==> src/rtl/sram_wr_defs.svh <==
`ifndef SRAM_WR_DEFS_SVH
`define SRAM_WR_DEFS_SVH

// ---------------------------------------------------------------------------
// Widths and counts
// ---------------------------------------------------------------------------
`define DATA_W        36
`define ADDR_W        20
`define LANE_W        9
`define LANE_N        4
`define NIBBLE_W      4
`define BEAT_W        2
`define BURST_LAST    2'h3
`define FIFO_DEPTH    8
`define PAYLOAD_W     94

// ---------------------------------------------------------------------------
// Reset values
// ---------------------------------------------------------------------------
// Idle levels of in_clk, in_clk_n and the write select, in that order.
`define PIN_IDLE_HEAD 3'h3

// ---------------------------------------------------------------------------
// Width configuration codes
// ---------------------------------------------------------------------------
`define CFG_X8        2'h0
`define CFG_X9        2'h1
`define CFG_X18       2'h2
`define CFG_X36       2'h3

`endif

==> src/rtl/sram_wr_pkg.sv <==
package sram_wr_pkg;
  typedef enum logic [1:0] {
    WIDTH_X8,
    WIDTH_X9,
    WIDTH_X18,
    WIDTH_X36
  } width_cfg_type;

  typedef enum logic {
    WR_IDLE,
    WR_BURST
  } wr_state_type;
endpackage

==> src/rtl/sram_write_port_masking.sv <==
// Function
// - Write data captured on rising edges of both input clocks, up to 36 bits.
// - Active-low write port select sampled on positive clock edge starts a write.
// - Select sampled high deselects the port; data inputs are ignored.
// - In x8 mode two nibble masks govern bits 3..0 and 7..4.
// - Nibble masks sampled on the same edge as the data word they qualify.
// - A high nibble mask discards that nibble; it is never written.
// - Byte masks govern nine-bit lanes according to the x9, x18 or x36 width.
// - Byte masks sampled on both clock edges only while a write is active.
// - A high byte mask leaves that lane of the stored word unchanged.
// - Address sampled on positive clock edge; ignored while the port is deselected.
// - Every write starts on a rising edge of the positive input clock.
`timescale 1ns/100ps
`include "sram_wr_defs.svh"

// ---------------------------------------------------------------------------
// Write word buffer
// ---------------------------------------------------------------------------
module sram_wr_fifo #(
  parameter int WIDTH = `PAYLOAD_W,
  parameter int DEPTH = `FIFO_DEPTH
) (
  input  wire logic             ref_clk_i,
  input  wire logic             rst_n_i,
  input  wire logic             in_valid_i,
  output logic                  in_ready_o,
  input  wire logic [WIDTH-1:0] in_data_i,
  output logic                  out_valid_o,
  input  wire logic             out_ready_i,
  output logic      [WIDTH-1:0] out_data_o
);
  // One spare pointer bit tells a full buffer from an empty one.
  localparam int PW = $clog2(DEPTH);

  logic [WIDTH-1:0] mem [DEPTH];
  logic [PW:0]      wr_ptr;
  logic [PW:0]      rd_ptr;
  logic [PW:0]      next_wr_ptr;
  logic [PW:0]      next_rd_ptr;
  logic             push;
  logic             pop;

  assign in_ready_o  = (wr_ptr - rd_ptr) != (PW+1)'(DEPTH);
  assign out_valid_o = wr_ptr != rd_ptr;
  assign push        = in_valid_i & in_ready_o;
  assign pop         = out_valid_o & out_ready_i;
  assign out_data_o  = mem[rd_ptr[PW-1:0]];

  always_comb begin
    next_wr_ptr = wr_ptr + (PW+1)'(push);
    next_rd_ptr = rd_ptr + (PW+1)'(pop);
  end

  always_ff @(posedge ref_clk_i or negedge rst_n_i) begin
    if (!rst_n_i) begin
      wr_ptr <= '0;
      rd_ptr <= '0;
    end else begin
      wr_ptr <= next_wr_ptr;
      rd_ptr <= next_rd_ptr;
    end
  end

  // Storage has no reset so it maps onto plain RAM cells.
  always_ff @(posedge ref_clk_i) begin
    if (push) begin
      mem[wr_ptr[PW-1:0]] <= in_data_i;
    end
  end
endmodule

// ---------------------------------------------------------------------------
// Write port input stage
// ---------------------------------------------------------------------------
module sram_write_port_masking (
  input  wire logic                  ref_clk_i,
  input  wire logic                  rst_n_i,
  input  wire logic                  in_clk_i,
  input  wire logic                  in_clk_n_i,
  input  wire logic                  write_port_select_n_i,
  input  wire logic [`ADDR_W-1:0]    addr_i,
  input  wire logic [`DATA_W-1:0]    data_i,
  input  wire logic [1:0]            nibble_write_mask_n_i,
  input  wire logic [`LANE_N-1:0]    byte_lane_write_mask_n_i,
  input  wire logic [1:0]            width_cfg_i,
  output logic                       word_valid_o,
  input  wire logic                  word_ready_i,
  output logic      [`ADDR_W-1:0]    word_addr_o,
  output logic      [`BEAT_W-1:0]    word_beat_o,
  output logic      [`DATA_W-1:0]    word_data_o,
  output logic      [`DATA_W-1:0]    word_bit_enable_o,
  output logic                       write_busy_o,
  output logic                       overrun_o
);
  // -------------------------------------------------------------------------
  // Pin synchronisers
  // -------------------------------------------------------------------------
  // Everything crosses as one bundle so data, masks and clocks stay aligned.
  localparam int SW = 2 + 1 + `ADDR_W + `DATA_W + 2 + `LANE_N + 2;
  // Reset holds the idle pin levels, so release never looks like a clock edge or a select.
  // The input clocks are sampled as levels; their edges are found after the second flop.
  localparam logic [SW-1:0] PIN_IDLE = {`PIN_IDLE_HEAD, {(SW-3){1'b0}}};

  logic [SW-1:0] pin_meta;
  logic [SW-1:0] pin_sync;
  logic          k_prev;
  logic          kn_prev;

  always_ff @(posedge ref_clk_i or negedge rst_n_i) begin
    if (!rst_n_i) begin
      pin_meta <= PIN_IDLE;
      pin_sync <= PIN_IDLE;
      k_prev   <= PIN_IDLE[SW-1];
      kn_prev  <= PIN_IDLE[SW-2];
    end else begin
      pin_meta <= {in_clk_i, in_clk_n_i, write_port_select_n_i, addr_i, data_i,
                   nibble_write_mask_n_i, byte_lane_write_mask_n_i, width_cfg_i};
      pin_sync <= pin_meta;
      k_prev   <= pin_sync[SW-1];
      kn_prev  <= pin_sync[SW-2];
    end
  end

  logic                 k_rise;
  logic                 kn_rise;
  logic                 sel_n;
  logic [`ADDR_W-1:0]   addr_s;
  logic [`DATA_W-1:0]   data_s;
  logic [1:0]           nib_n_s;
  logic [`LANE_N-1:0]   lane_n_s;
  sram_wr_pkg::width_cfg_type cfg;

  assign k_rise  = pin_sync[SW-1] & ~k_prev;
  assign kn_rise = pin_sync[SW-2] & ~kn_prev;
  assign {sel_n, addr_s, data_s, nib_n_s, lane_n_s} = pin_sync[SW-3:2];
  assign cfg     = sram_wr_pkg::width_cfg_type'(pin_sync[1:0]);

  // -------------------------------------------------------------------------
  // Per-bit write enables for the current word
  // -------------------------------------------------------------------------
  logic [`LANE_N-1:0] lane_present;
  logic [`DATA_W-1:0] bit_en;

  always_comb begin
    case (cfg)
      sram_wr_pkg::WIDTH_X9:  lane_present = 4'h1;
      sram_wr_pkg::WIDTH_X18: lane_present = 4'h3;
      sram_wr_pkg::WIDTH_X36: lane_present = 4'hF;
      default:                lane_present = 4'h0;
    endcase
  end

  // Masks are taken from the same sampled bundle as the data, never held over.
  // Only the two low nibbles own a nibble mask, so no mask index runs past its range.
  genvar b;
  generate
    for (b = 0; b < `DATA_W; b++) begin : g_bit
      logic lane_on;

      assign lane_on = lane_present[b / `LANE_W] && !lane_n_s[b / `LANE_W];

      if (b < 2 * `NIBBLE_W) begin : g_nibble
        always_comb begin
          if (cfg == sram_wr_pkg::WIDTH_X8) begin
            bit_en[b] = !nib_n_s[b / `NIBBLE_W];
          end else begin
            bit_en[b] = lane_on;
          end
        end
      end else begin : g_wide
        // Bits above the low byte carry nothing in the x8 width.
        always_comb begin
          if (cfg == sram_wr_pkg::WIDTH_X8) begin
            bit_en[b] = 1'b0;
          end else begin
            bit_en[b] = lane_on;
          end
        end
      end
    end
  endgenerate

  // -------------------------------------------------------------------------
  // Burst sequencer
  // -------------------------------------------------------------------------
  sram_wr_pkg::wr_state_type state;
  sram_wr_pkg::wr_state_type next_state;
  logic [`BEAT_W-1:0] beat;
  logic [`BEAT_W-1:0] next_beat;
  logic [`ADDR_W-1:0] addr_q;
  logic [`ADDR_W-1:0] next_addr_q;
  logic               word_edge;
  logic               capture;
  logic               start;

  // Beats alternate: negative edge, positive edge, negative edge, positive edge.
  // A start may share the edge of the last beat, so bursts can follow with no gap.
  assign word_edge = beat[0] ? k_rise : kn_rise;
  assign capture   = (state == sram_wr_pkg::WR_BURST) && word_edge;
  assign start     = k_rise && !sel_n &&
                     ((state == sram_wr_pkg::WR_IDLE) || (capture && beat == `BURST_LAST));

  always_comb begin
    next_state  = state;
    next_beat   = beat;
    next_addr_q = addr_q;
    case (state)
      sram_wr_pkg::WR_IDLE: begin
        next_beat = '0;
      end
      sram_wr_pkg::WR_BURST: begin
        if (capture) begin
          next_beat = beat + 2'h1;
          if (beat == `BURST_LAST) begin
            next_state = sram_wr_pkg::WR_IDLE;
          end
        end
      end
      default: begin
        next_state = sram_wr_pkg::WR_IDLE;
        next_beat  = '0;
      end
    endcase
    // A high select leaves address and data untouched.
    if (start) begin
      next_state  = sram_wr_pkg::WR_BURST;
      next_beat   = '0;
      next_addr_q = addr_s;
    end
  end

  always_ff @(posedge ref_clk_i or negedge rst_n_i) begin
    if (!rst_n_i) begin
      state  <= sram_wr_pkg::WR_IDLE;
      beat   <= '0;
      addr_q <= '0;
    end else begin
      state  <= next_state;
      beat   <= next_beat;
      addr_q <= next_addr_q;
    end
  end

  // -------------------------------------------------------------------------
  // Hand-off register and buffer
  // -------------------------------------------------------------------------
  // The external bus cannot be paused, so a word that finds the hand-off
  // stage still occupied is lost and reported rather than silently merged.
  // Overrun pulses once per lost word, so a counter outside can total the losses.
  logic                  pend_valid;
  logic                  next_pend_valid;
  logic [`PAYLOAD_W-1:0] pend_data;
  logic [`PAYLOAD_W-1:0] next_pend_data;
  logic                  fifo_ready;
  logic                  next_overrun;
  logic [`PAYLOAD_W-1:0] fifo_out;

  always_comb begin
    next_pend_valid = pend_valid && !fifo_ready;
    next_pend_data  = pend_data;
    next_overrun    = 1'b0;
    if (capture) begin
      if (next_pend_valid) begin
        next_overrun = 1'b1;
      end else begin
        next_pend_valid = 1'b1;
        next_pend_data  = {addr_q, beat, data_s & bit_en, bit_en};
      end
    end
  end

  always_ff @(posedge ref_clk_i or negedge rst_n_i) begin
    if (!rst_n_i) begin
      pend_valid <= 1'b0;
      pend_data  <= '0;
      overrun_o  <= 1'b0;
    end else begin
      pend_valid <= next_pend_valid;
      pend_data  <= next_pend_data;
      overrun_o  <= next_overrun;
    end
  end

  sram_wr_fifo #(
    .WIDTH (`PAYLOAD_W),
    .DEPTH (`FIFO_DEPTH)
  ) u_fifo (
    .ref_clk_i   (ref_clk_i),
    .rst_n_i     (rst_n_i),
    .in_valid_i  (pend_valid),
    .in_ready_o  (fifo_ready),
    .in_data_i   (pend_data),
    .out_valid_o (word_valid_o),
    .out_ready_i (word_ready_i),
    .out_data_o  (fifo_out)
  );

  assign {word_addr_o, word_beat_o, word_data_o, word_bit_enable_o} = fifo_out;
  assign write_busy_o = (state == sram_wr_pkg::WR_BURST);
endmodule

==> config.mk <==
export PLATFORM = sky130hd
export DESIGN_NAME = sram_write_port_masking
export DESIGN_NICKNAME = d
export VERILOG_FILES = /design/src/rtl/sram_wr_pkg.sv /design/src/rtl/sram_write_port_masking.sv
export VERILOG_INCLUDE_DIRS = /design/src /design/src/rtl
export SDC_FILE = /design/constraint.sdc
export NUM_CORES = 1
export LEC_CHECK = 0
export BUFFER_PORTS_ARGS = -buffer_cell sky130_fd_sc_hd__buf_4
export CORE_UTILIZATION = 60
export DETAILED_ROUTE_END_ITERATION = 16
export GPL_ROUTABILITY_DRIVEN = 0
export GPL_TIMING_DRIVEN = 0
export MAX_ROUTING_LAYER = met4
export PLACE_DENSITY = 0.79
export SYNTH_ARGS = -nofsm -noshare
export SYNTH_HDL_FRONTEND = slang
export SYNTH_SLANG_ARGS = --single-unit
==> constraint.sdc <==
create_clock -name ref_clk_i -period 19.2 [get_ports ref_clk_i]
set_input_delay 1.92 -clock ref_clk_i [delete_from_list [all_inputs] [get_ports ref_clk_i]]
set_output_delay 1.92 -clock ref_clk_i [all_outputs]
set_load 0.02 [all_outputs]
==> results.md, run 1 <==
- Final WL: 55910 µm
- Ys flop type: edfxtp_1
- First-pass GRT wire length: 84750 µm
- Pins Over Slew Limit: 0
- Seq cells post-synth: 745
- M3 GR Usage: 4.780%
- Setup Buffers After CTS: 0
- Antenna viol nets, final: 0
- DR pass1 iterations: 7
- Syn-to-layout area delta: 18.86%
- Launch point of the critical path: u_fifo.rd_ptr[1]
- PwrDens: 166.1 nW/µm²
- Placed instance count: 2211
- Crit path DAT: 3.41 ns
- CP Capture Type: output port
- Setup total negative slack: 0 ns
- Clock buffer count from CTS: 72
- Worst path slowest cell: clkbuf_1
- Global Route Usage Sum: 25.91%
- Worst-Margin Slew: 1.229 ns
- Peak supply drop: 0.1093 mV
- CTS H-tree depth: 3
- Post-synthesis sequential area ratio: 78.52%
- Placement-stage cell area: 29790 µm²
- RR Startpoint: u_fifo.rd_ptr[1]
- CTS root buf: clkbuf_16
- Critical path, cell by cell: clkbuf_1, clkbuf_1, mux4_2, nand2_1, nand2_1, buf_4, buf_4
- GRT met1 Usage: 34.73%
- Core region area: 44320 µm²
- Status: complete, no violations
- Worst hold path type: reg2reg
- Die area: 45880 µm²
- Remaining DRCs: 0
- Worst Path Required: 17.28 ns
- Row Count: 77
- Post-Synthesis Net Count: 1450
- Startpoint class of the critical path: flip-flop
- Share of layout cells above drive strength 1: 33.83%
- Post-Syn Area per Cell: 19.69 µm²
- Io pins: 167
- Max_cap viols: 0
- Width of the die: 214.2 µm
- Final Hold Viols: 0
- Overflow left after global routing: 0
- RSZ-0062 raised after global routing: false
- Slowest stage delay, CP: 0.64 ns
- CP endpoint: word_bit_enable_o[15]
- Clk slew on worst S/H paths: 0.06 ns
- Worst Skew: 0.01437 ns
- CP Class: reg2out
- Share of async-settable or async-resettable flops after synthesis: 31.28%
- Final instance area: 32110 µm²
- Die Ht: 214.2 µm
- I/O Buffers: 166
- Rel. slew slack: 17.86%
- Vias: 13.47k
- Largest fanout on the critical path: 10
- # hold bufs at CTS: 0
- GR peak layer: met2
- Post-Syn Instances: 1372
- Vias per cell: 5.743
- Non-filler instance count after layout: 2345
- Min cycle time layout: 5.332 ns
- YS warnings: 0
- Clk buf depth: 3
- CTS resizes: 0
- Initial core utilization: 60.96%
- Final Cycle Share: 27.77%
- Number of fill cells: 2555
- Clk Latency, worst-skew pair: 0.60 ns
- Final core occ: 72.46%
- Worst reg2reg path depth: 13
- Nets: 1771
- CTS tree: built
- Initial antenna violation count: 0
- Unique cell type count in the Yosys netlist: 36
- Ant. Diodes: 0
- Largest net degree at the start of global routing: 115
- Number of synthesized flops with an enable pin: 512
- Mapped Area: 27020 µm²
- Final setup viols: 0
- Max frequency: 187.5 MHz
- Reg-to-Reg End: u_fifo.mem[2][51]
- M2 GR Usage: 41.35%
- Hpwl dp: 35510 µm
- Most common cell after layout, fill and taps aside: edfxtp_1
- Wirelength per Cell: 23.84 µm
- First-iteration detailed-routing DRC count: 1623
- Reg2reg setup slack: 14.06 ns
- Commonest non-fill, non-tap cells in the layout: edfxtp_1, buf_4, nand2_1, dfrtp_1, mux4_2
- CTS sink count: 745
- Number of global-route vias before repair: 14.15k
- Lkg Pwr: 0.01230 µW
- Hold depth: 0
Yosys cell counts, types with 4 or more instances:
cell type | n | area share [%]
edfxtp_1 | 512 | 57
nand2_1 | 237 | 3.3
dfrtp_1 | 228 | 21
mux4_2 | 128 | 11
inv_1 | 43 | 0.60
mux2i_1 | 36 | 1.3
buf_4 | 35 | 0.97
clkbuf_1 | 26 | 0.36
mux2_2 | 24 | 1.0
mux2_4 | 24 | 1.3
buf_2 | 13 | 0.24
ha_1 | 8 | 0.37
buf_1 | 6 | 0.083
nor2_1 | 6 | 0.083
dfstp_2 | 5 | 0.49
a21oi_1 | 4 | 0.074
buf_6 | 4 | 0.17
nor4b_1 | 4 | 0.13
through the flow:
step,setup slack [ns],hold WS [ns],power [µW]
global placement,2.615,0.3323,3910
finish,13.87,0.3365,5333
CTS,13.82,0.3436,5369
floorplan,9.891,0.3312,3309
global route,13.72,0.3519,5544
detailed placement,14.23,0.3347,3975
where the power goes:
group	switching [µW]	leakage [µW]	internal [µW]
registers	182	0.00753	2080
clock network	585	0.00112	795
logic	936	0.00366	759
per-layer routing:
layer	vias to the layer above	part of all wire [%]
met1	6964	39
met2	656	51
met4	0	2.0
li1	5768	-
met3	80	8.4
met5	-	0
worst max-delay path, delay by kind of cell (launching register included):
family / cells / cell delay (ns)
multiplexers: 1 / 0.41
AND/OR/NAND/NOR: 2 / 0.35
buffers and inverters: 4 / 1.61
flip-flops: 1 / 0.44
worst min path at each step:
stage | end | from | slack, ns
after CTS | pin_sync[21] | pin_meta[21] | 0.34
after detailed placement | pin_sync[13] | pin_meta[13] | 0.33
after global routing | pin_sync[7] | pin_meta[7] | 0.35
after global placement | pin_sync[46] | pin_meta[46] | 0.33
final | pin_sync[21] | pin_meta[21] | 0.34
after floorplan | pin_sync[0] | pin_meta[0] | 0.33
flip-flops by register name, summed over array words and instances (netlist names):
name / flops
u_fifo.mem: 512
pin_meta: 67
pin_sync: 67
pend_data: 64
addr_q: 20
u_fifo.rd_ptr: 4
u_fifo.wr_ptr: 4
beat: 2
k_prev: 1
kn_prev: 1
overrun_o: 1
pend_valid: 1
write_busy_o: 1
layout make-up:
type                       instances  area, µm²  share of cell area, %
buffer                            84      493.0                  1.535
clock buffer                     102       1984                  6.180
clock inverter                    32      332.8                  1.036
inverter                          43      161.4                 0.5026
multi-input combinational        500       5197                  16.19
sequential                       745      21210                  66.06
tap                              592      740.7                  2.307
timing repair buffer             247       1991                  6.199
kinds of logic (layout without fill, tap and decap cells):
| family | count (synthesis) | after routing | share of synthesized area (%) |
|---|---|---|---|
| buf+inv | 127 | 508 | 2.422 |
| fa+ha+maj | 8 | 8 | 0.3705 |
| flops | 745 | 745 | 78.52 |
| mux | 212 | 212 | 14.34 |
| xor+xnor | 5 | 5 | 0.1621 |
| compound gates | 11 | 11 | 0.3103 |
| simple gates | 264 | 264 | 3.881 |
Power figures use the tool's default switching activity.
==> run 2, diff against run 1 <==
--- a/config.mk
+++ b/config.mk
@@ -6,6 +6,7 @@
 export SDC_FILE = /design/constraint.sdc
 export NUM_CORES = 1
 export LEC_CHECK = 0
+export ABC_AREA = 1
 export BUFFER_PORTS_ARGS = -buffer_cell sky130_fd_sc_hd__buf_4
 export CORE_UTILIZATION = 60
 export DETAILED_ROUTE_END_ITERATION = 16
==> constraint.sdc (replaced) <==
create_clock -name ref_clk_i -period 5.4 [get_ports ref_clk_i]
set_input_delay 0.54 -clock ref_clk_i [delete_from_list [all_inputs] [get_ports ref_clk_i]]
set_output_delay 0.54 -clock ref_clk_i [all_outputs]
set_load 0.02 [all_outputs]
==> results.md, run 2 <==
- Share of async-settable or async-resettable flops after synthesis: 31.28% (unchanged)
- Max FFs per register: 512 (unchanged)
- Share of layout cells above drive strength 1: 16.10% (-18 points)
- Final Hold Viols: 0 (unchanged)
- Post-synthesis sequential area ratio: 76.76% (-1.8 points)
- Peak supply drop: 0.7423 mV (+580%)
- CP Class: reg2reg
- CTS resizes: 0 (unchanged)
- Overflow left after global routing: 0 (unchanged)
- Width of the die: 216.6 µm (+1.1%)
- Remaining DRCs: 0 (unchanged)
- Initial antenna violation count: 1 (+1)
- Reg2reg setup slack: 1.20 ns (-12.86 ns)
- Die area: 46920 µm² (+2.3%)
- I/O Buffers: 166 (unchanged)
- Hold depth: 1 (+1)
- Min cycle time layout: 4.198 ns
- First-iteration detailed-routing DRC count: 2122 (+31%)
- Cell taking the most area after synthesis: edfxtp_1
- Row Count: 78 (+1.3%)
- Endpoint, Worst Hold: pin_meta[32]
- Worst-Margin Slew: 1.355 ns (+0.1264 ns)
- Ranking of synthesized cells by area: edfxtp_1, dfrtp_1, nand2_1
- Commonest non-fill, non-tap cells in the layout: edfxtp_1, nand2_1, nor2_1, o21ai_0, dfrtp_1
- Largest net degree at the start of global routing: 92 (-20%)
- Initial core utilization: 60.89% (-0.067 points)
- Most common cell after layout, fill and taps aside: edfxtp_1
- Number of synthesized flops with an enable pin: 512 (unchanged)
- Mux share of post-synthesis cell area: 0% (-14 points)
- CTS sink count: 745 (unchanged)
- RSZ-0062 raised after global routing: false
- Hpwl dp: 42720 µm (+20%)
- Unique cell type count in the Yosys netlist: 27 (-25%)
- Post-Syn Area per Cell: 12.81 µm² (-35%)
- Clock buffer count from CTS: 72 (unchanged)
- Rel. slew slack: 8.954% (-8.9 points)
- Antenna viol nets, final: 0 (unchanged)
- Clk Latency, worst-skew pair: 0.61 ns (about the same)
- CTS H-tree depth: 3 (unchanged)
- Placement-stage cell area: 30200 µm² (+1.4%)
- Startpoint class of the critical path: flip-flop
- Post-Syn Instances: 2158 (+57%)
- Final Cycle Share: 77.74%
- Adder-Cell Fraction of Synth Area: 0.3622% (-0.0083 points)
- Number of fill cells: 2864 (+12%)
- Number of global-route vias before repair: 18.07k (+28%)
- Pins Over Slew Limit: 0 (unchanged)
- DR pass1 iterations: 6 (-1)
- Final Worst Setup Slack: 1.202 ns (-12.67 ns)
- Global Route Usage Sum: 30.52% (+4.6 points)
- Overall Power: 20270 µW (+280%)
- Lkg Pwr: 0.01304 µW (+6.0%)
- Most common cell in the synthesized netlist: edfxtp_1
- Post-Synthesis Net Count: 2236 (+54%)
- Largest family of logic cells by synthesized area: simple AND/OR/NAND/NOR gates
- First-pass GRT wire length: 103000 µm (+22%)
- Final WL: 69030 µm (+23%)
- Simple-gate portion of the synthesized area: 11.36% (+7.5 points)
- Seq cells post-synth: 745 (unchanged)
- Worst hold path type: in2reg
- Final instance area: 32620 µm² (+1.6%)
- Compound-Gate Fraction of Synth Area: 7.552% (+7.2 points)
- Wirelength per Cell: 22.41 µm (-6.0%)
- DP Worst Slack: 1.368 ns (-12.86 ns)
- Io pins: 167 (unchanged)
- CTS tree: built
- Xor/xnor share of the synthesized area: 0.1268% (-0.035 points)
- Largest fanout on the critical path: 19 (+9)
- Clk slew on worst S/H paths: 0.06 ns (about the same)
- PwrDens: 621.5 nW/µm² (+270%)
- Crit path DAT: 4.50 ns (+1.09 ns)
- Share of the synthesized area in the top cell type: 55.64% (-1.3 points)
- Worst reg2reg path depth: 16 (+3)
- Setup total negative slack: 0 ns (unchanged)
- Reg-to-Reg End: u_fifo.mem[5][45]
- Worst Skew: 0.02326 ns (+0.008892 ns)
- Mapped Area: 27630 µm² (+2.3%)
- CP Capture Type: flip-flop
- Core region area: 45380 µm² (+2.4%)
- Max_cap viols: 0 (unchanged)
- Vias per cell: 5.945 (+3.5%)
- Die Ht: 216.6 µm (+1.1%)
- YS warnings: 0 (unchanged)
- Syn-to-layout area delta: 18.03%
- CTS root buf: clkbuf_16
- Vias: 18.31k (+36%)
- Hold Startpoint: data_i[24]
- Max frequency: 238.2 MHz
- RR Startpoint: u_fifo.rd_ptr[1]
- Worst Path Required: 5.70 ns (-11.58 ns)
- Clk buf depth: 3 (unchanged)
- Status: complete, no violations
- Nets: 2498 (+41%)
- Synth top cells by count: edfxtp_1, nand2_1, nor2_1
- Final setup viols: 0 (unchanged)
- Ys flop type: edfxtp_1
-- run 2: changes by cell type in the layout (fill, tap and decap cells not counted), moves of 31 or more --
cell      change
buf_4        -42
clkbuf_1     +31
mux2i_1      -36
mux4_2      -128
nand2_1     +154
nand3_1      +88
nor2_1      +295
o21ai_0     +254
o22ai_1     +127
-- run 2: through the flow --
stage	hold WS, ns	cells	utilization [%]
finish	0.03518	3080	71.87
global route	0.02069	3080	71.87
CTS	0.01963	3079	71.87
detailed placement	0.3347	2945	66.55
global placement	0.3313	2924	65.29
floorplan	0.2444	2158	-
-- run 2: kinds of logic after synthesis --
kind of cell               count (synthesis)
AOI/OAI and AO/OA                        385
xor gates and xnor gates                   4
adders and majority gates                  8
buffers and inverters                    217
DFF                                      745
and+or+nand+nor                          799
-- run 2: worst max-delay path: stages, from the launching register on --
cell and delay [ns]:
dfrtp_1 0.42, inv_1 0.10, clkbuf_1 0.42, clkbuf_1 0.47
ha_1 0.34, nand2_1 0.08, nand2_1 0.07, nand2_1 0.07
nand2_1 0.09, nand3_1 0.11, nand2_1 0.06, inv_1 0.10
nand2_1 0.27, nor2_4 0.65, buf_16 0.26, buf_16 0.18
buf_16 0.18
-- run 2: timing repair --
action	in CTS	in global routing
hold buffers	1	0
endpoints found under the hold margin	67	0
setup buffers	0	0
-- run 2: power breakdown --
group | total (µW) | leakage, µW | switching, µW | internal (µW)
clock network | 5100 | 0.00118 | 2070 | 3030
logic | 7270 | 0.00431 | 4830 | 2430
registers | 7900 | 0.00755 | 621 | 7280
-- run 2: routing by layer --
| metal | up-vias | GRT usage (%) | routed length (µm) |
|---|---|---|---|
| met4 | 0 | 13.66 | 2891 |
| met3 | 212 | 5.347 | 6322 |
| met5 | - | - | 0 |
| li1 | 8038 | - | - |
| met2 | 1127 | 50.44 | 34980 |
| met1 | 8935 | 37.05 | 24840 |
-- run 2: final cells by class --
type	count	area, µm²	area share, %
plain buffers	154	824.5	2.528
clock inverters	29	315.3	0.9667
well taps	600	750.7	2.302
flip-flops and latches	745	21210	65.03
inverters	63	236.5	0.7250
repair buffers	188	1767	5.416
multi-input cells	1196	5421	16.62
clock buffers	104	2088	6.402
diodes	1	2.502	0.007672
-- run 2: worst max-delay path by stage --
stage	startpoint	endpoint	slack (ns)
after global routing	u_fifo.rd_ptr[1]	u_fifo.mem[5][55]	1.03
after CTS	u_fifo.rd_ptr[1]	u_fifo.mem[3][46]	1.33
after floorplan	u_fifo.rd_ptr[1]	u_fifo.mem[1][17]	0.51
final	u_fifo.rd_ptr[1]	u_fifo.mem[5][45]	1.20
after detailed placement	u_fifo.rd_ptr[1]	u_fifo.mem[5][56]	1.37
after global placement	u_fifo.rd_ptr[1]	u_fifo.mem[3][70]	-2.58
==> run 3, diff against run 2 <==
--- a/config.mk
+++ b/config.mk
@@ -6,14 +6,14 @@
 export SDC_FILE = /design/constraint.sdc
 export NUM_CORES = 1
 export LEC_CHECK = 0
-export ABC_AREA = 1
+export ABC_AREA = 0
 export BUFFER_PORTS_ARGS = -buffer_cell sky130_fd_sc_hd__buf_4
-export CORE_UTILIZATION = 60
+export CORE_UTILIZATION = 54
 export DETAILED_ROUTE_END_ITERATION = 16
 export GPL_ROUTABILITY_DRIVEN = 0
 export GPL_TIMING_DRIVEN = 0
 export MAX_ROUTING_LAYER = met4
-export PLACE_DENSITY = 0.79
+export PLACE_DENSITY = 0.75
 export SYNTH_ARGS = -nofsm -noshare
 export SYNTH_HDL_FRONTEND = slang
 export SYNTH_SLANG_ARGS = --single-unit
==> constraint.sdc (replaced) <==
create_clock -name ref_clk_i -period 3.7 [get_ports ref_clk_i]
set_input_delay 0.37 -clock ref_clk_i [delete_from_list [all_inputs] [get_ports ref_clk_i]]
set_output_delay 0.37 -clock ref_clk_i [all_outputs]
set_load 0.02 [all_outputs]
==> results.md, run 3 (synthesized netlist as in run 1, its figures left out) <==
- Status: complete, no violations
- RSZ-0062 raised after global routing: false
- Antenna viol nets, final: 0 (unchanged)
- Share of layout cells above drive strength 1: 32.69% (+17 points)
- Max_cap viols: 0 (unchanged)
- First-iteration detailed-routing DRC count: 1263 (-40%)
- Vias: 13.60k (-26%)
- Worst Skew: 0.02130 ns (-0.001959 ns)
- Worst hold path type: in2reg
- Final Hold Viols: 0 (unchanged)
- Die Ht: 225.7 µm (+4.2%)
- I/O Buffers: 166 (unchanged)
- Final Cycle Share: 93.41% (+16 points)
- Non-filler instance count after layout: 2472 (-20%)
- Pins Over Slew Limit: 0 (unchanged)
- Startpoint class of the critical path: flip-flop
- Most common cell after layout, fill and taps aside: edfxtp_1
- Max frequency: 289.3 MHz (+21%)
- CTS tree: built
- Clock buffer count from CTS: 76 (+5.6%)
- Overflow left after global routing: 0 (unchanged)
- Ant. Diodes: 0 (-1)
- Width of the die: 225.7 µm (+4.2%)
- Nets: 1822 (-27%)
- Peak supply drop: 0.3880 mV (-48%)
- Global Route Usage Sum: 23.80% (-6.7 points)
- Commonest non-fill, non-tap cells in the layout: edfxtp_1, nand2_1, dfrtp_1, buf_4, mux4_2
- Largest net degree at the start of global routing: 117 (+27%)
- Die area: 50930 µm² (+8.5%)
- Rel. slew slack: 17.51% (+8.6 points)
- Max FFs per register: 512 (unchanged)
- Crit path DAT: 3.76 ns (-0.74 ns)
- Remaining DRCs: 0 (unchanged)
- First-pass GRT wire length: 84730 µm (-18%)
- Wirelength per Cell: 23.01 µm (+2.7%)
- Hpwl dp: 34990 µm (-18%)
- Row Count: 81 (+3.8%)
- CP Capture Type: flip-flop
- Lkg Pwr: 0.01271 µW (-2.5%)
- Initial core utilization: 54.96% (-5.9 points)
- Clk Latency, worst-skew pair: 0.61 ns (about the same)
- RR Startpoint: u_fifo.rd_ptr[1]
- Vias per cell: 5.502 (-7.5%)
- Number of fill cells: 3018 (+5.4%)
- Hold depth: 3 (+2)
- Placed instance count: 2256 (-23%)
- CTS sink count: 745 (unchanged)
- Overall Power: 28290 µW (+40%)
- Io pins: 167 (unchanged)
- PwrDens: 849.1 nW/µm² (+37%)
- Largest fanout on the critical path: 13 (-6)
- Hold Startpoint: word_ready_i
- CTS root buf: clkbuf_16
- CP Class: reg2reg
- Launch point of the critical path: u_fifo.rd_ptr[1]
- Syn-to-layout area delta: 23.31%
- CTS H-tree depth: 3 (unchanged)
- Core region area: 49150 µm² (+8.3%)
- Min cycle time layout: 3.456 ns (-0.7420 ns)
- DR pass1 iterations: 5 (-1)
- Clk buf depth: 3 (unchanged)
- Clk slew on worst S/H paths: 0.06 ns (about the same)
- Final WL: 56890 µm (-18%)
- Final setup viols: 0 (unchanged)
- Worst-Margin Slew: 1.233 ns (-0.1225 ns)
- Initial antenna violation count: 0 (-1)
- Number of global-route vias before repair: 14.08k (-22%)
- Worst Path Required: 4.01 ns (-1.69 ns)
- Worst reg2reg path depth: 13 (-3)
run 3: worst paths after layout:
kind,end,slack [ns]
max in group asynchronous,pin_meta[60],2.46
min in group asynchronous,pend_data[63],0.27
max reg2reg,u_fifo.mem[7][68],0.24
min reg2reg,pin_sync[28],0.34
min,u_fifo.rd_ptr[0],0.16
max,u_fifo.mem[7][68],0.24
run 3: stage by stage:
step	cell area, µm²	setup TNS (ns)	hold WS, ns	setup WS, ns	utilization (%)
after CTS	33310	0	0.1363	0.02510	67.76
after global placement	29260	-1373.66	0.3322	-3.124	59.53
after floorplan	27180	-188.65	0.07441	-0.5436	-
final	33310	0	0.1562	0.2438	67.77
after detailed placement	30100	-4.992	0.3265	-0.2047	61.23
after global routing	33310	0	0.1614	0.1385	67.77
run 3: layout make-up:
class	instances	area (µm²)	share of cell area, %
sequential	745	21210	63.68
multi-input combinational	500	5275	15.83
timing repair buffer	294	2810	8.436
clock buffer	113	2173	6.524
tap	664	830.8	2.494
buffer	84	536.8	1.611
clock inverter	29	312.8	0.9390
inverter	43	161.4	0.4845
run 3: timing repair:
action / 4_1_cts / 5_1_grt
setup buffers: 5 / 1
resized for setup: 2 / 0
endpoints found under the setup margin: 54 / 7
endpoints found under the hold margin: 114 / 0
pin swaps: 3 / 1
cloned: 0 / 0
hold buffers: 68 / 0
run 3: metal layers:
layer / track usage (%) / routed length [µm]
met5: - / 0
met4: 9.129 / 1719
met3: 3.617 / 3638
met2: 38.53 / 29020
met1: 30.79 / 22510
run 3: power by group:
part / switching [µW] / internal [µW]
Clock: 3080 / 4450
Combinational: 4940 / 4110
Sequential: 936 / 10800
Total: 8960 / 19300
run 3: worst max-delay path: stages (launching register included):
cell and delay, ns:
dfrtp_1 0.46, clkbuf_8 0.25, clkbuf_16 0.19, inv_2 0.05
ha_4 0.25, nand2b_1 0.09, nand4_1 0.14, a311oi_2 0.14
nand2b_1 0.18, clkbuf_8 0.19, nor3_4 0.58, buf_8 0.25
buf_16 0.18, buf_16 0.17
